$ cat config.mk
export PLATFORM = sky130hd
export DESIGN_NAME = qdpc_top
export DESIGN_NICKNAME = d
export VERILOG_FILES = /design/src/design/qdpc_pkg.sv /design/src/design/qdpc_channel.sv /design/src/design/qdpc_serial_rx.sv /design/src/design/qdpc_top.sv
export SDC_FILE = /design/constraint.sdc
export NUM_CORES = 2
export LEC_CHECK = 0
export BUFFER_PORTS_ARGS = -buffer_cell sky130_fd_sc_hd__buf_2
export CAP_MARGIN = 20
export CORE_ASPECT_RATIO = 1.25
export CORE_MARGIN = 5
export CORE_UTILIZATION = 57
export CTS_BUF_LIST = sky130_fd_sc_hd__clkbuf_4
export DETAILED_ROUTE_END_ITERATION = 8
export PLACE_DENSITY = 0.76
export SLEW_MARGIN = 20
export SYNTH_ARGS = -nofsm -noshare
export SYNTH_HDL_FRONTEND = slang
export SYNTH_HIERARCHICAL = 1
export SYNTH_SLANG_ARGS = --single-unit
$ cat constraint.sdc
create_clock -name pclk -period 8.55 [get_ports pclk]
set_input_delay 2.1375 -clock pclk [delete_from_list [all_inputs] [get_ports pclk]]
set_output_delay 2.1375 -clock pclk [all_outputs]
set_load 0.02 [all_outputs]
$ cat src/design/qdpc_pkg.sv
// Constants and carrier types of the quad DAC power control block
// Function
// - After reset the control register holds 0x40, so every channel starts powered down.
// - After reset all input and DAC registers hold 0x000 and keep it until a valid write.
// - The analog section is on whenever at least one channel power bit (bits 2 to 5) is 1.
// - Each channel powers up or down on its own bit while the digital logic keeps working.
// - A powered-down output is either floated or tied to ground, as the load select bit says.
// - Powering a channel down leaves its DAC register untouched.
// - DAC and input registers accept writes while channels are powered down.
// - The control register can be read back at any time.
// - There are four independent channels, each with its own DAC register and output.
// - Each output equals the straight-binary 12-bit code divided by 4096 times the range.
// - Range select high gives a 0 to 30 V span, low gives 0 to 60 V.
// - The host writes registers as 16-bit serial words.
// - A frame is a read/write flag, three select bits and 12 data bits, MSB first.
// - A write frame with all three select bits set goes to the control register.
// - A falling edge of the load strobe copies all input registers to the DAC registers at once; the code ignores the edge while clear is held low.
// - A falling edge of the clear input resets all input and DAC registers to 0x000.
package qdpc_pkg;
    localparam int NCH = 4;
    localparam int DW = 12;
    localparam logic [11:0] CTRL_RESET = 12'h040;
    localparam logic [11:0] CODE_RESET = 12'h000;
    localparam int PWR_LSB = 2;
    localparam int LOAD_SEL_BIT = 6;
    localparam logic [2:0] SEL_CTRL = 3'h7;
    localparam logic [2:0] SEL_CH_FIRST = 3'h1;
    localparam logic [4:0] FRAME_LAST = 5'h10;
    localparam logic [4:0] SDO_START_CNT = 5'h04;
    localparam int RW_AT_START = 3;
    localparam logic [15:0] RANGE_LO_MV = 16'h7530;
    localparam logic [15:0] RANGE_HI_MV = 16'hea60;
    localparam int CODE_SHIFT = 12;
    // APB byte offsets
    localparam logic [7:0] ADDR_CTRL = 8'h00;
    localparam logic [7:0] ADDR_STAT = 8'h04;
    localparam logic [7:0] ADDR_CMD = 8'h08;
    localparam logic [7:0] ADDR_SER = 8'h0c;
    localparam logic [7:0] ADDR_INP = 8'h10;
    localparam logic [7:0] ADDR_DAC = 8'h20;
    localparam logic [7:0] ADDR_VOUT = 8'h30;
    localparam logic [7:0] ADDR_LAST = 8'h40;
    localparam logic [7:0] GROUP_MASK = 8'hf0;
    localparam int CMD_LOAD_BIT = 0;
    localparam int CMD_CLEAR_BIT = 1;
    // Register groups seen by the APB decoder
    localparam logic [2:0] G_NONE = 3'h0;
    localparam logic [2:0] G_CTRL = 3'h1;
    localparam logic [2:0] G_STAT = 3'h2;
    localparam logic [2:0] G_CMD = 3'h3;
    localparam logic [2:0] G_SER = 3'h4;
    localparam logic [2:0] G_INP = 3'h5;
    localparam logic [2:0] G_DAC = 3'h6;
    localparam logic [2:0] G_VOUT = 3'h7;

    typedef struct packed {
        logic rw;
        logic [2:0] sel;
        logic [11:0] data;
    } qdpc_frame_s;

    typedef struct packed {
        logic [15:0] mv;
        logic drive;
        logic gnd_tie;
    } qdpc_vout_s;
endpackage

$ cat src/design/qdpc_channel.sv
// One DAC channel: output load, range latch and output level in millivolts
`timescale 1ns/1ps
module qdpc_channel (
    input wire logic pclk,
    input wire logic presetn,
    input wire logic [11:0] code,
    input wire logic powered,
    input wire logic load_select,
    input wire logic range_pin,
    input wire logic update,
    output qdpc_pkg::qdpc_vout_s vout
);
    typedef struct packed {
        logic range_hi;
        qdpc_pkg::qdpc_vout_s vout;
    } qdpc_ch_s;

    qdpc_ch_s r;
    qdpc_ch_s n;
    logic [27:0] prod;

    always_comb begin
        n = r;
        // A new range only shows once the DAC register is written again
        if (update) begin
            n.range_hi = range_pin;
        end
        prod = 28'(code) * 28'(n.range_hi ? qdpc_pkg::RANGE_LO_MV
                                          : qdpc_pkg::RANGE_HI_MV);
        n.vout.mv = powered ? prod[qdpc_pkg::CODE_SHIFT +: 16] : 16'h0000;
        n.vout.drive = powered;
        n.vout.gnd_tie = !powered && load_select;
    end

    always_ff @(posedge pclk or negedge presetn) begin
        if (!presetn) begin
            r <= '0;
        end else begin
            r <= n;
        end
    end

    assign vout = r.vout;
endmodule

$ cat src/design/qdpc_serial_rx.sv
// Serial frame receiver with readback shifter of the quad DAC power control block
`timescale 1ns/1ps
module qdpc_serial_rx (
    input wire logic pclk,
    input wire logic presetn,
    input wire logic frame_sync_n,
    input wire logic serial_clk,
    input wire logic serial_din,
    input wire logic [11:0] rd_word,
    output logic [2:0] rd_sel,
    output logic frame_valid,
    output logic frame_abort,
    output qdpc_pkg::qdpc_frame_s frame,
    output logic serial_dout,
    output logic serial_dout_oe
);
    typedef struct packed {
        logic [2:0] s0;
        logic [2:0] s1;
        logic sclk_prev;
        logic [4:0] cnt;
        logic [15:0] sh;
        logic [11:0] out;
        logic oe;
        logic done;
        logic valid;
        logic abort;
        qdpc_pkg::qdpc_frame_s frame;
    } qdpc_rx_s;

    qdpc_rx_s r;
    qdpc_rx_s n;
    logic rise;
    logic fall;

    always_comb begin
        n = r;
        n.valid = 1'b0;
        n.abort = 1'b0;
        n.s0 = {frame_sync_n, serial_clk, serial_din};
        n.s1 = r.s0;
        n.sclk_prev = r.s1[1];
        rise = r.s1[1] & ~r.sclk_prev;
        fall = ~r.s1[1] & r.sclk_prev;
        if (r.s1[2]) begin
            // Sync high before the last falling edge drops the frame
            n.abort = (r.cnt != 5'h00) && !r.done;
            n.cnt = 5'h00;
            n.oe = 1'b0;
            n.done = 1'b0;
        end else begin
            if (rise && r.cnt != qdpc_pkg::FRAME_LAST) begin
                n.sh = {r.sh[14:0], r.s1[0]};
                n.cnt = r.cnt + 5'h01;
                if (r.oe) begin
                    n.out = {r.out[10:0], 1'b0};
                end
                if (r.cnt == qdpc_pkg::SDO_START_CNT && r.sh[qdpc_pkg::RW_AT_START]) begin
                    n.oe = 1'b1;
                    n.out = rd_word;
                end
            end
            if (fall && r.cnt == qdpc_pkg::FRAME_LAST && !r.done) begin
                n.valid = 1'b1;
                n.frame = r.sh;
                n.done = 1'b1;
                n.oe = 1'b0;
            end
        end
    end

    always_ff @(posedge pclk or negedge presetn) begin
        if (!presetn) begin
            // Sync high and clock low match the idle pins, so no false edge follows reset
            r <= '{s0: 3'h4, s1: 3'h4, default: '0};
        end else begin
            r <= n;
        end
    end

    assign rd_sel = r.sh[2:0];
    assign frame_valid = r.valid;
    assign frame_abort = r.abort;
    assign frame = r.frame;
    assign serial_dout = r.out[11];
    assign serial_dout_oe = r.oe;
endmodule

$ cat src/design/qdpc_top.sv
// Top level of the quad DAC power control block with its APB register file
//
// The APB interface to the registers and the register offsets were decided locally.
`timescale 1ns/1ps
module qdpc_top (
    input wire logic pclk,
    input wire logic presetn,
    input wire logic psel,
    input wire logic penable,
    input wire logic pwrite,
    input wire logic [31:0] paddr,
    input wire logic [31:0] pwdata,
    input wire logic [3:0] pstrb,
    output logic [31:0] prdata,
    output logic pready,
    output logic pslverr,
    input wire logic frame_sync_n,
    input wire logic serial_clk,
    input wire logic serial_din,
    output logic serial_dout,
    output logic serial_dout_oe,
    input wire logic load_outputs_strobe_n,
    input wire logic clear_input_n,
    input wire logic range_select,
    output logic analog_on,
    output qdpc_pkg::qdpc_vout_s [3:0] vout
);
    typedef struct packed {
        logic [11:0] ctrl;
        logic [3:0][11:0] inp;
        logic [3:0][11:0] dac;
        logic [1:0] load_outputs_strobe_sync;
        logic load_outputs_strobe_prev;
        logic [1:0] clr_sync;
        logic clr_prev;
        logic [1:0] rsel_sync;
        logic [15:0] frames_ok;
        logic [15:0] frames_bad;
        logic [15:0] last_frame;
        logic ack;
        logic err;
        logic [31:0] rdata;
        logic analog_on;
    } qdpc_top_s;

    qdpc_top_s r;
    qdpc_top_s n;
    logic [3:0] upd;
    logic [2:0] grp;
    logic [1:0] idx;
    logic [2:0] rd_sel;
    logic [11:0] rd_word;
    logic frame_valid;
    logic frame_abort;
    qdpc_pkg::qdpc_frame_s frame;
    logic load_outputs_strobe_low;
    logic load_outputs_strobe_fall;
    logic clr_low;
    logic clr_fall;
    logic [2:0] fsel;
    logic [31:0] rd_val;

    // Maps a frame select code to {hit, channel}
    function automatic logic [2:0] chan_of(input logic [2:0] sel);
        logic [2:0] off;
        off = sel - qdpc_pkg::SEL_CH_FIRST;
        chan_of = {(sel >= qdpc_pkg::SEL_CH_FIRST) && (off < 3'h4), off[1:0]};
    endfunction

    function automatic logic [2:0] group_of(input logic [31:0] addr);
        logic [7:0] a;
        a = addr[7:0];
        group_of = qdpc_pkg::G_NONE;
        if (addr[31:8] != 24'h000000 || addr[1:0] != 2'h0) begin
            group_of = qdpc_pkg::G_NONE;
        end else if (a == qdpc_pkg::ADDR_CTRL) begin
            group_of = qdpc_pkg::G_CTRL;
        end else if (a == qdpc_pkg::ADDR_STAT) begin
            group_of = qdpc_pkg::G_STAT;
        end else if (a == qdpc_pkg::ADDR_CMD) begin
            group_of = qdpc_pkg::G_CMD;
        end else if (a == qdpc_pkg::ADDR_SER || a == qdpc_pkg::ADDR_LAST) begin
            group_of = qdpc_pkg::G_SER;
        end else if ((a & qdpc_pkg::GROUP_MASK) == qdpc_pkg::ADDR_INP) begin
            group_of = qdpc_pkg::G_INP;
        end else if ((a & qdpc_pkg::GROUP_MASK) == qdpc_pkg::ADDR_DAC) begin
            group_of = qdpc_pkg::G_DAC;
        end else if ((a & qdpc_pkg::GROUP_MASK) == qdpc_pkg::ADDR_VOUT) begin
            group_of = qdpc_pkg::G_VOUT;
        end
    endfunction

    // Byte lane merge of a 12-bit field sitting in the low bits of the word
    function automatic logic [11:0] merge12(input logic [11:0] old,
                                            input logic [31:0] wd,
                                            input logic [3:0] strb);
        merge12 = old;
        if (strb[0]) begin
            merge12[7:0] = wd[7:0];
        end
        if (strb[1]) begin
            merge12[11:8] = wd[11:8];
        end
    endfunction

    assign grp = group_of(paddr);
    assign idx = paddr[3:2];
    assign load_outputs_strobe_low = !r.load_outputs_strobe_sync[1];
    assign load_outputs_strobe_fall = r.load_outputs_strobe_prev && !r.load_outputs_strobe_sync[1];
    assign clr_low = !r.clr_sync[1];
    assign clr_fall = r.clr_prev && !r.clr_sync[1];
    assign fsel = chan_of(frame.sel);

    // Serial readback source
    always_comb begin
        logic [2:0] c;
        c = chan_of(rd_sel);
        rd_word = 12'h000;
        if (rd_sel == qdpc_pkg::SEL_CTRL) begin
            rd_word = r.ctrl;
        end else if (c[2]) begin
            rd_word = r.inp[c[1:0]];
        end
    end

    // APB read source
    always_comb begin
        rd_val = 32'h00000000;
        unique case (grp)
            qdpc_pkg::G_CTRL: rd_val = {20'h00000, r.ctrl};
            qdpc_pkg::G_STAT: rd_val = {24'h000000, clr_low, r.rsel_sync[1],
                                        r.ctrl[qdpc_pkg::LOAD_SEL_BIT], r.analog_on,
                                        r.ctrl[qdpc_pkg::PWR_LSB +: qdpc_pkg::NCH]};
            qdpc_pkg::G_CMD: rd_val = 32'h00000000;
            qdpc_pkg::G_SER: rd_val = (paddr[7:0] == qdpc_pkg::ADDR_LAST)
                                      ? {16'h0000, r.last_frame}
                                      : {r.frames_bad, r.frames_ok};
            qdpc_pkg::G_INP: rd_val = {20'h00000, r.inp[idx]};
            qdpc_pkg::G_DAC: rd_val = {20'h00000, r.dac[idx]};
            qdpc_pkg::G_VOUT: rd_val = {14'h0000, vout[idx]};
            qdpc_pkg::G_NONE: rd_val = 32'h00000000;
        endcase
    end

    always_comb begin
        n = r;
        upd = 4'h0;
        n.load_outputs_strobe_sync = {r.load_outputs_strobe_sync[0], load_outputs_strobe_n};
        n.load_outputs_strobe_prev = r.load_outputs_strobe_sync[1];
        n.clr_sync = {r.clr_sync[0], clear_input_n};
        n.clr_prev = r.clr_sync[1];
        n.rsel_sync = {r.rsel_sync[0], range_select};

        // One wait state so read data comes from a flip-flop
        n.ack = 1'b0;
        if (psel && penable && !r.ack) begin
            n.ack = 1'b1;
            n.err = (grp == qdpc_pkg::G_NONE);
            n.rdata = pwrite ? 32'h00000000 : rd_val;
        end

        if (psel && penable && r.ack && pwrite) begin
            unique case (grp)
                qdpc_pkg::G_CTRL: n.ctrl = merge12(r.ctrl, pwdata, pstrb);
                qdpc_pkg::G_INP: begin
                    n.inp[idx] = merge12(r.inp[idx], pwdata, pstrb);
                    if (load_outputs_strobe_low && !clr_low) begin
                        n.dac[idx] = n.inp[idx];
                        upd[idx] = 1'b1;
                    end
                end
                qdpc_pkg::G_CMD: begin
                    if (pstrb[0] && pwdata[qdpc_pkg::CMD_LOAD_BIT] && !clr_low) begin
                        n.dac = r.inp;
                        upd = 4'hf;
                    end
                    if (pstrb[0] && pwdata[qdpc_pkg::CMD_CLEAR_BIT]) begin
                        n.inp = '0;
                        n.dac = '0;
                        upd = 4'hf;
                    end
                end
                qdpc_pkg::G_STAT, qdpc_pkg::G_SER, qdpc_pkg::G_DAC,
                qdpc_pkg::G_VOUT, qdpc_pkg::G_NONE: begin
                end
            endcase
        end

        // Serial frames are applied after APB, so they win a same-cycle collision
        if (frame_valid) begin
            n.frames_ok = r.frames_ok + 16'h0001;
            n.last_frame = frame;
            if (!frame.rw) begin
                if (frame.sel == qdpc_pkg::SEL_CTRL) begin
                    n.ctrl = frame.data;
                end else if (fsel[2]) begin
                    n.inp[fsel[1:0]] = frame.data;
                    if (load_outputs_strobe_low && !clr_low) begin
                        n.dac[fsel[1:0]] = frame.data;
                        upd[fsel[1:0]] = 1'b1;
                    end
                end
            end
        end
        if (frame_abort) begin
            n.frames_bad = r.frames_bad + 16'h0001;
        end

        // Strobes are ignored while clear is held low
        if (load_outputs_strobe_fall && !clr_low) begin
            n.dac = n.inp;
            upd = 4'hf;
        end
        if (clr_fall) begin
            n.inp = '0;
            n.dac = '0;
            upd = 4'hf;
        end

        // Power bits gate the outputs only; DAC codes stay as they are
        n.analog_on = |n.ctrl[qdpc_pkg::PWR_LSB +: qdpc_pkg::NCH];
    end

    always_ff @(posedge pclk or negedge presetn) begin
        if (!presetn) begin
            r <= '{ctrl: qdpc_pkg::CTRL_RESET,
                   inp: {4{qdpc_pkg::CODE_RESET}},
                   dac: {4{qdpc_pkg::CODE_RESET}},
                   load_outputs_strobe_sync: 2'h3, load_outputs_strobe_prev: 1'b1,
                   clr_sync: 2'h3, clr_prev: 1'b1,
                   default: '0};
        end else begin
            r <= n;
        end
    end

    qdpc_serial_rx u_rx (
        .pclk(pclk),
        .presetn(presetn),
        .frame_sync_n(frame_sync_n),
        .serial_clk(serial_clk),
        .serial_din(serial_din),
        .rd_word(rd_word),
        .rd_sel(rd_sel),
        .frame_valid(frame_valid),
        .frame_abort(frame_abort),
        .frame(frame),
        .serial_dout(serial_dout),
        .serial_dout_oe(serial_dout_oe)
    );

    genvar gi;
    generate
        for (gi = 0; gi < qdpc_pkg::NCH; gi++) begin : g_ch
            qdpc_channel u_ch (
                .pclk(pclk),
                .presetn(presetn),
                .code(r.dac[gi]),
                .powered(r.ctrl[qdpc_pkg::PWR_LSB + gi]),
                .load_select(r.ctrl[qdpc_pkg::LOAD_SEL_BIT]),
                .range_pin(r.rsel_sync[1]),
                .update(upd[gi]),
                .vout(vout[gi])
            );
        end
    endgenerate

    assign prdata = r.rdata;
    assign pready = r.ack;
    assign pslverr = r.ack && r.err;
    assign analog_on = r.analog_on;
endmodule

==> results.md <==
* Total GRT Usage at 0.343
* DP HPWL at between 80000 and 90000 um
* Post-CTS Hold Buffers at 0
* Share of layout cells above drive strength 1 at 0.223
* Synth Area in XOR/XNOR at 0.0209
* Total setup buffers inserted after CTS at 0
* Residual DRC at 0
* Max_cap viols at 0
* Die Wd at between 200 and 250 um
* Worst setup SP type: input pin
* Root Buffer: clkbuf_4
* Max FO, Critical Path at 7
* CORE AREA at 59200 sq um
* Initial antenna violation count at 16
* FILL cells at 4856
* Fin nets at approximately 4600
* Async S/R FF share, synth at 1.00
* CTS tree: built
* I/O Pins at ~190
* Post-Synth Adder-Cell Area at 0.274
* WP data required at 9310 ps
* Layout overhead on the synthesized area at 12.8%
* Main combinational cell family by area after synthesis: adder cells
* Distinct cells, synth at 117
* Starting Density at 0.572
* Slew margin rel. at 0.248
* Number of buffers created by CTS at 90
* Post-Syn Area at roughly 34000 sq um
* Skew-Pair Late Insertion Delay at 870 ps
* Hold_ws at between 300 and 400 ps
* Resized Gates After CTS at 0
* RSZ-0062 raised after global routing: false
* Initial DRC Count at about 3600
* Design area at 38200 sq um
* Yosys warns at 6
* Max H-tree Level at 3
* Most common cell after layout, fill and taps aside: inv_1
* Power Density at between 90 and 100 nW/um^2
* Non-Filler Instances at around 4800
* Slowest stage cell on the critical path: or4_4
* WL final at around 110000 um
* Final setup viols at 0
* Vias/cell at about 6.1
* Final hold vios at 0
* Setup CP Type: input pin to flip-flop
* Cell row count at 100
* Area occupied by multi-input gates at 21800 sq um
* Commonest non-fill, non-tap cells in the layout: 556 x inv_1, 371 x buf_4, 326 x dfrtp_1
* Final period util at 0.956
* I/O Buffers at about 170
* Final ANT Viol Nets at 0
* Mapped Avg Cell Area at between 9 and 10 sq um
* First-pass GRT wire length at around 170000 um
* Worst slew pin tran at 1120 ps
* Die area at 64400 sq um
* CP max stage delay at roughly 560 ps
* Status: complete, no violations
* Crit path arrival time at between 8000 and 9000 ps
* GP Congestion at a little over 1
* Final Skew at approximately 60 ps
* Final Max Tran Viols at 0
* Compound-Gate Fraction of Synth Area at 0.142
* Sequential Area at 8390 sq um
* Detailed Routing Iterations Pass 1 at 8
* Grt total ovfl at 0
* Overall power at approximately 0.0037 W
* Vias in the first global route at ~30000
* Largest net degree at the start of global routing at 181
* Post-synth EDFFs at 0
* Leak Pwr at a little over 20 nW
* Fraction of the mapped netlist area in simple logic gates at 0.121
* Wire per inst at 23.2 um
* Hold Crit Class: flip-flop to flip-flop
* DR vias at slightly below 30000
* CTS sink count at around 340
* Synth Instances at ~3600
* Fmax at between 100 and 150 MHz
* Worst-path clk slew at about 60 ps
* Peak VDD IR at 0.0950 mV
* Period minus WS final at between 8000 and 9000 ps
* Register area share after synthesis at 0.248
* Dpl cells at between 4000 and 5000
* Die Y at about 280 um
* Top FF cell, synth: dfrtp_1
* Critical path endpoint category: flip-flop
* Setup_tns at 0 ps
* Max Buffers Root-to-Sink at 3
* Fraction of synthesized area in multiplexers at 0.0787
* Dpl cell area at approximately 37000 sq um
* Synthesis-stage register bit count at around 340
## worst max-delay path, delay by kind of cell
family	cells	cell delay [ps]
simple gates	7	1650
xor+xnor	1	110
fa+ha+maj	6	2590
compound gates	7	1180
buf+inv	10	1050
mux	1	190
## routing by layer
layer / up-vias / GRT usage / wire [um]
met2: 1766 / 0.545 / 49900
met3: 505 / 0.0996 / 12700
met5: - / 0 / 33
met1: 14100 / 0.408 / 39200
li1: 12800 / - / -
met4: 6 / 0.229 / 9010
## synth_stat cells (all sizes together) (13+ instances only)
master | count | area share
nor2b | 26 | 0.0048
and2 | 56 | 0.011
a21oi | 182 | 0.027
nand2b | 27 | 0.0050
and3 | 50 | 0.0093
fa | 284 | 0.17
a22o | 30 | 0.0078
nand4 | 41 | 0.0079
inv | 561 | 0.062
a221oi | 34 | 0.0092
mux2i | 95 | 0.028
o21a | 33 | 0.0073
nor3 | 29 | 0.0046
o2bb2ai | 23 | 0.0059
ha | 287 | 0.11
nand3 | 35 | 0.0055
buf | 176 | 0.037
xor2 | 24 | 0.0062
or2 | 14 | 0.0026
o21ai | 155 | 0.023
a2bb2oi | 13 | 0.0052
nand2 | 284 | 0.032
o21bai | 14 | 0.0031
o211ai | 24 | 0.0055
mux2 | 57 | 0.021
a21o | 19 | 0.0042
nor2 | 195 | 0.022
clkbuf | 148 | 0.016
o22ai | 62 | 0.011
dfrtp | 326 | 0.24
a211oi | 19 | 0.0044
xnor2 | 57 | 0.015
mux4 | 45 | 0.030
a31oi | 31 | 0.0059
## per-stage QoR
stage          setup slack [ps]  utilization
2_1_floorplan              -336            -
3_3_place_gp               -361        0.625
3_5_place_dp               -454        0.625
4_1_cts                     388        0.645
5_1_grt                    22.7        0.645
6_report                    378        0.646
## logic make-up (layout without fill, tap and decap cells)
logic type / count (synthesis) / after routing
AOI/OAI and AO/OA: 716 / 716
xor gates and xnor gates: 81 / 81
adders and majority gates: 571 / 571
buffers and inverters: 885 / 1263
DFF: 335 / 335
muxes: 197 / 197
other: 8 / 40
and+or+nand+nor: 816 / 816
## state kept, by name, summed over array words and instances, names as in the netlist
| register | count |
|---|---|
| u_rx/frame_abort | 1 |
| u_rx/n | 4 |
| n | 5 |
| prdata | 32 |
| u_rx/r | 33 |
| g_ch.u_ch/r | 4 |
| pready | 1 |
| u_rx/serial_dout_oe | 1 |
| u_rx/frame_valid | 1 |
| r | 160 |
| g_ch.u_ch/vout | 72 |
| analog_on | 1 |
| u_rx/serial_dout | 1 |
| u_rx/frame | 16 |
| u_rx/rd_sel | 3 |
## report_power, final
group	internal (W)	switching [W]	leakage (nW)
clock	0.000782	0.000756	0.705
combinational	0.000187	0.000299	15.2
sequential	0.00163	0.0000736	4.46
total	0.00260	0.00113	20.4
## path summary, 6_finish.rpt
check                                            from                         endpoint  slack [ps]  cells past startpoint
max reg2reg                u_rx/frame_valid$_DFF_PN0_  g_ch[2].u_ch/vout[17]$_DFF_PN0_        1100                     25
max in group asynchronous                     presetn                 r[162]$_DFF_PN0_        5640                      2
min                                   n[87]$_DFF_PN1_                  n[85]$_DFF_PN1_         360                      0
max                                         paddr[30]  g_ch[3].u_ch/vout[12]$_DFF_PN0_         380                     32
min in group asynchronous                     presetn                 r[145]$_DFF_PN0_        1330                      1
min reg2reg                           n[87]$_DFF_PN1_                  n[85]$_DFF_PN1_         360                      0
## cell type report
cell class                 instances  share of cell area
antenna                            8            0.000524
clock buffer                     134              0.0263
clock inverter                    29             0.00501
inverter                         561              0.0551
multi-input combinational       2413               0.572
sequential                       335               0.220
tap                              765              0.0251
timing repair buffer             539              0.0965
(Power assumes the default switching activity.)
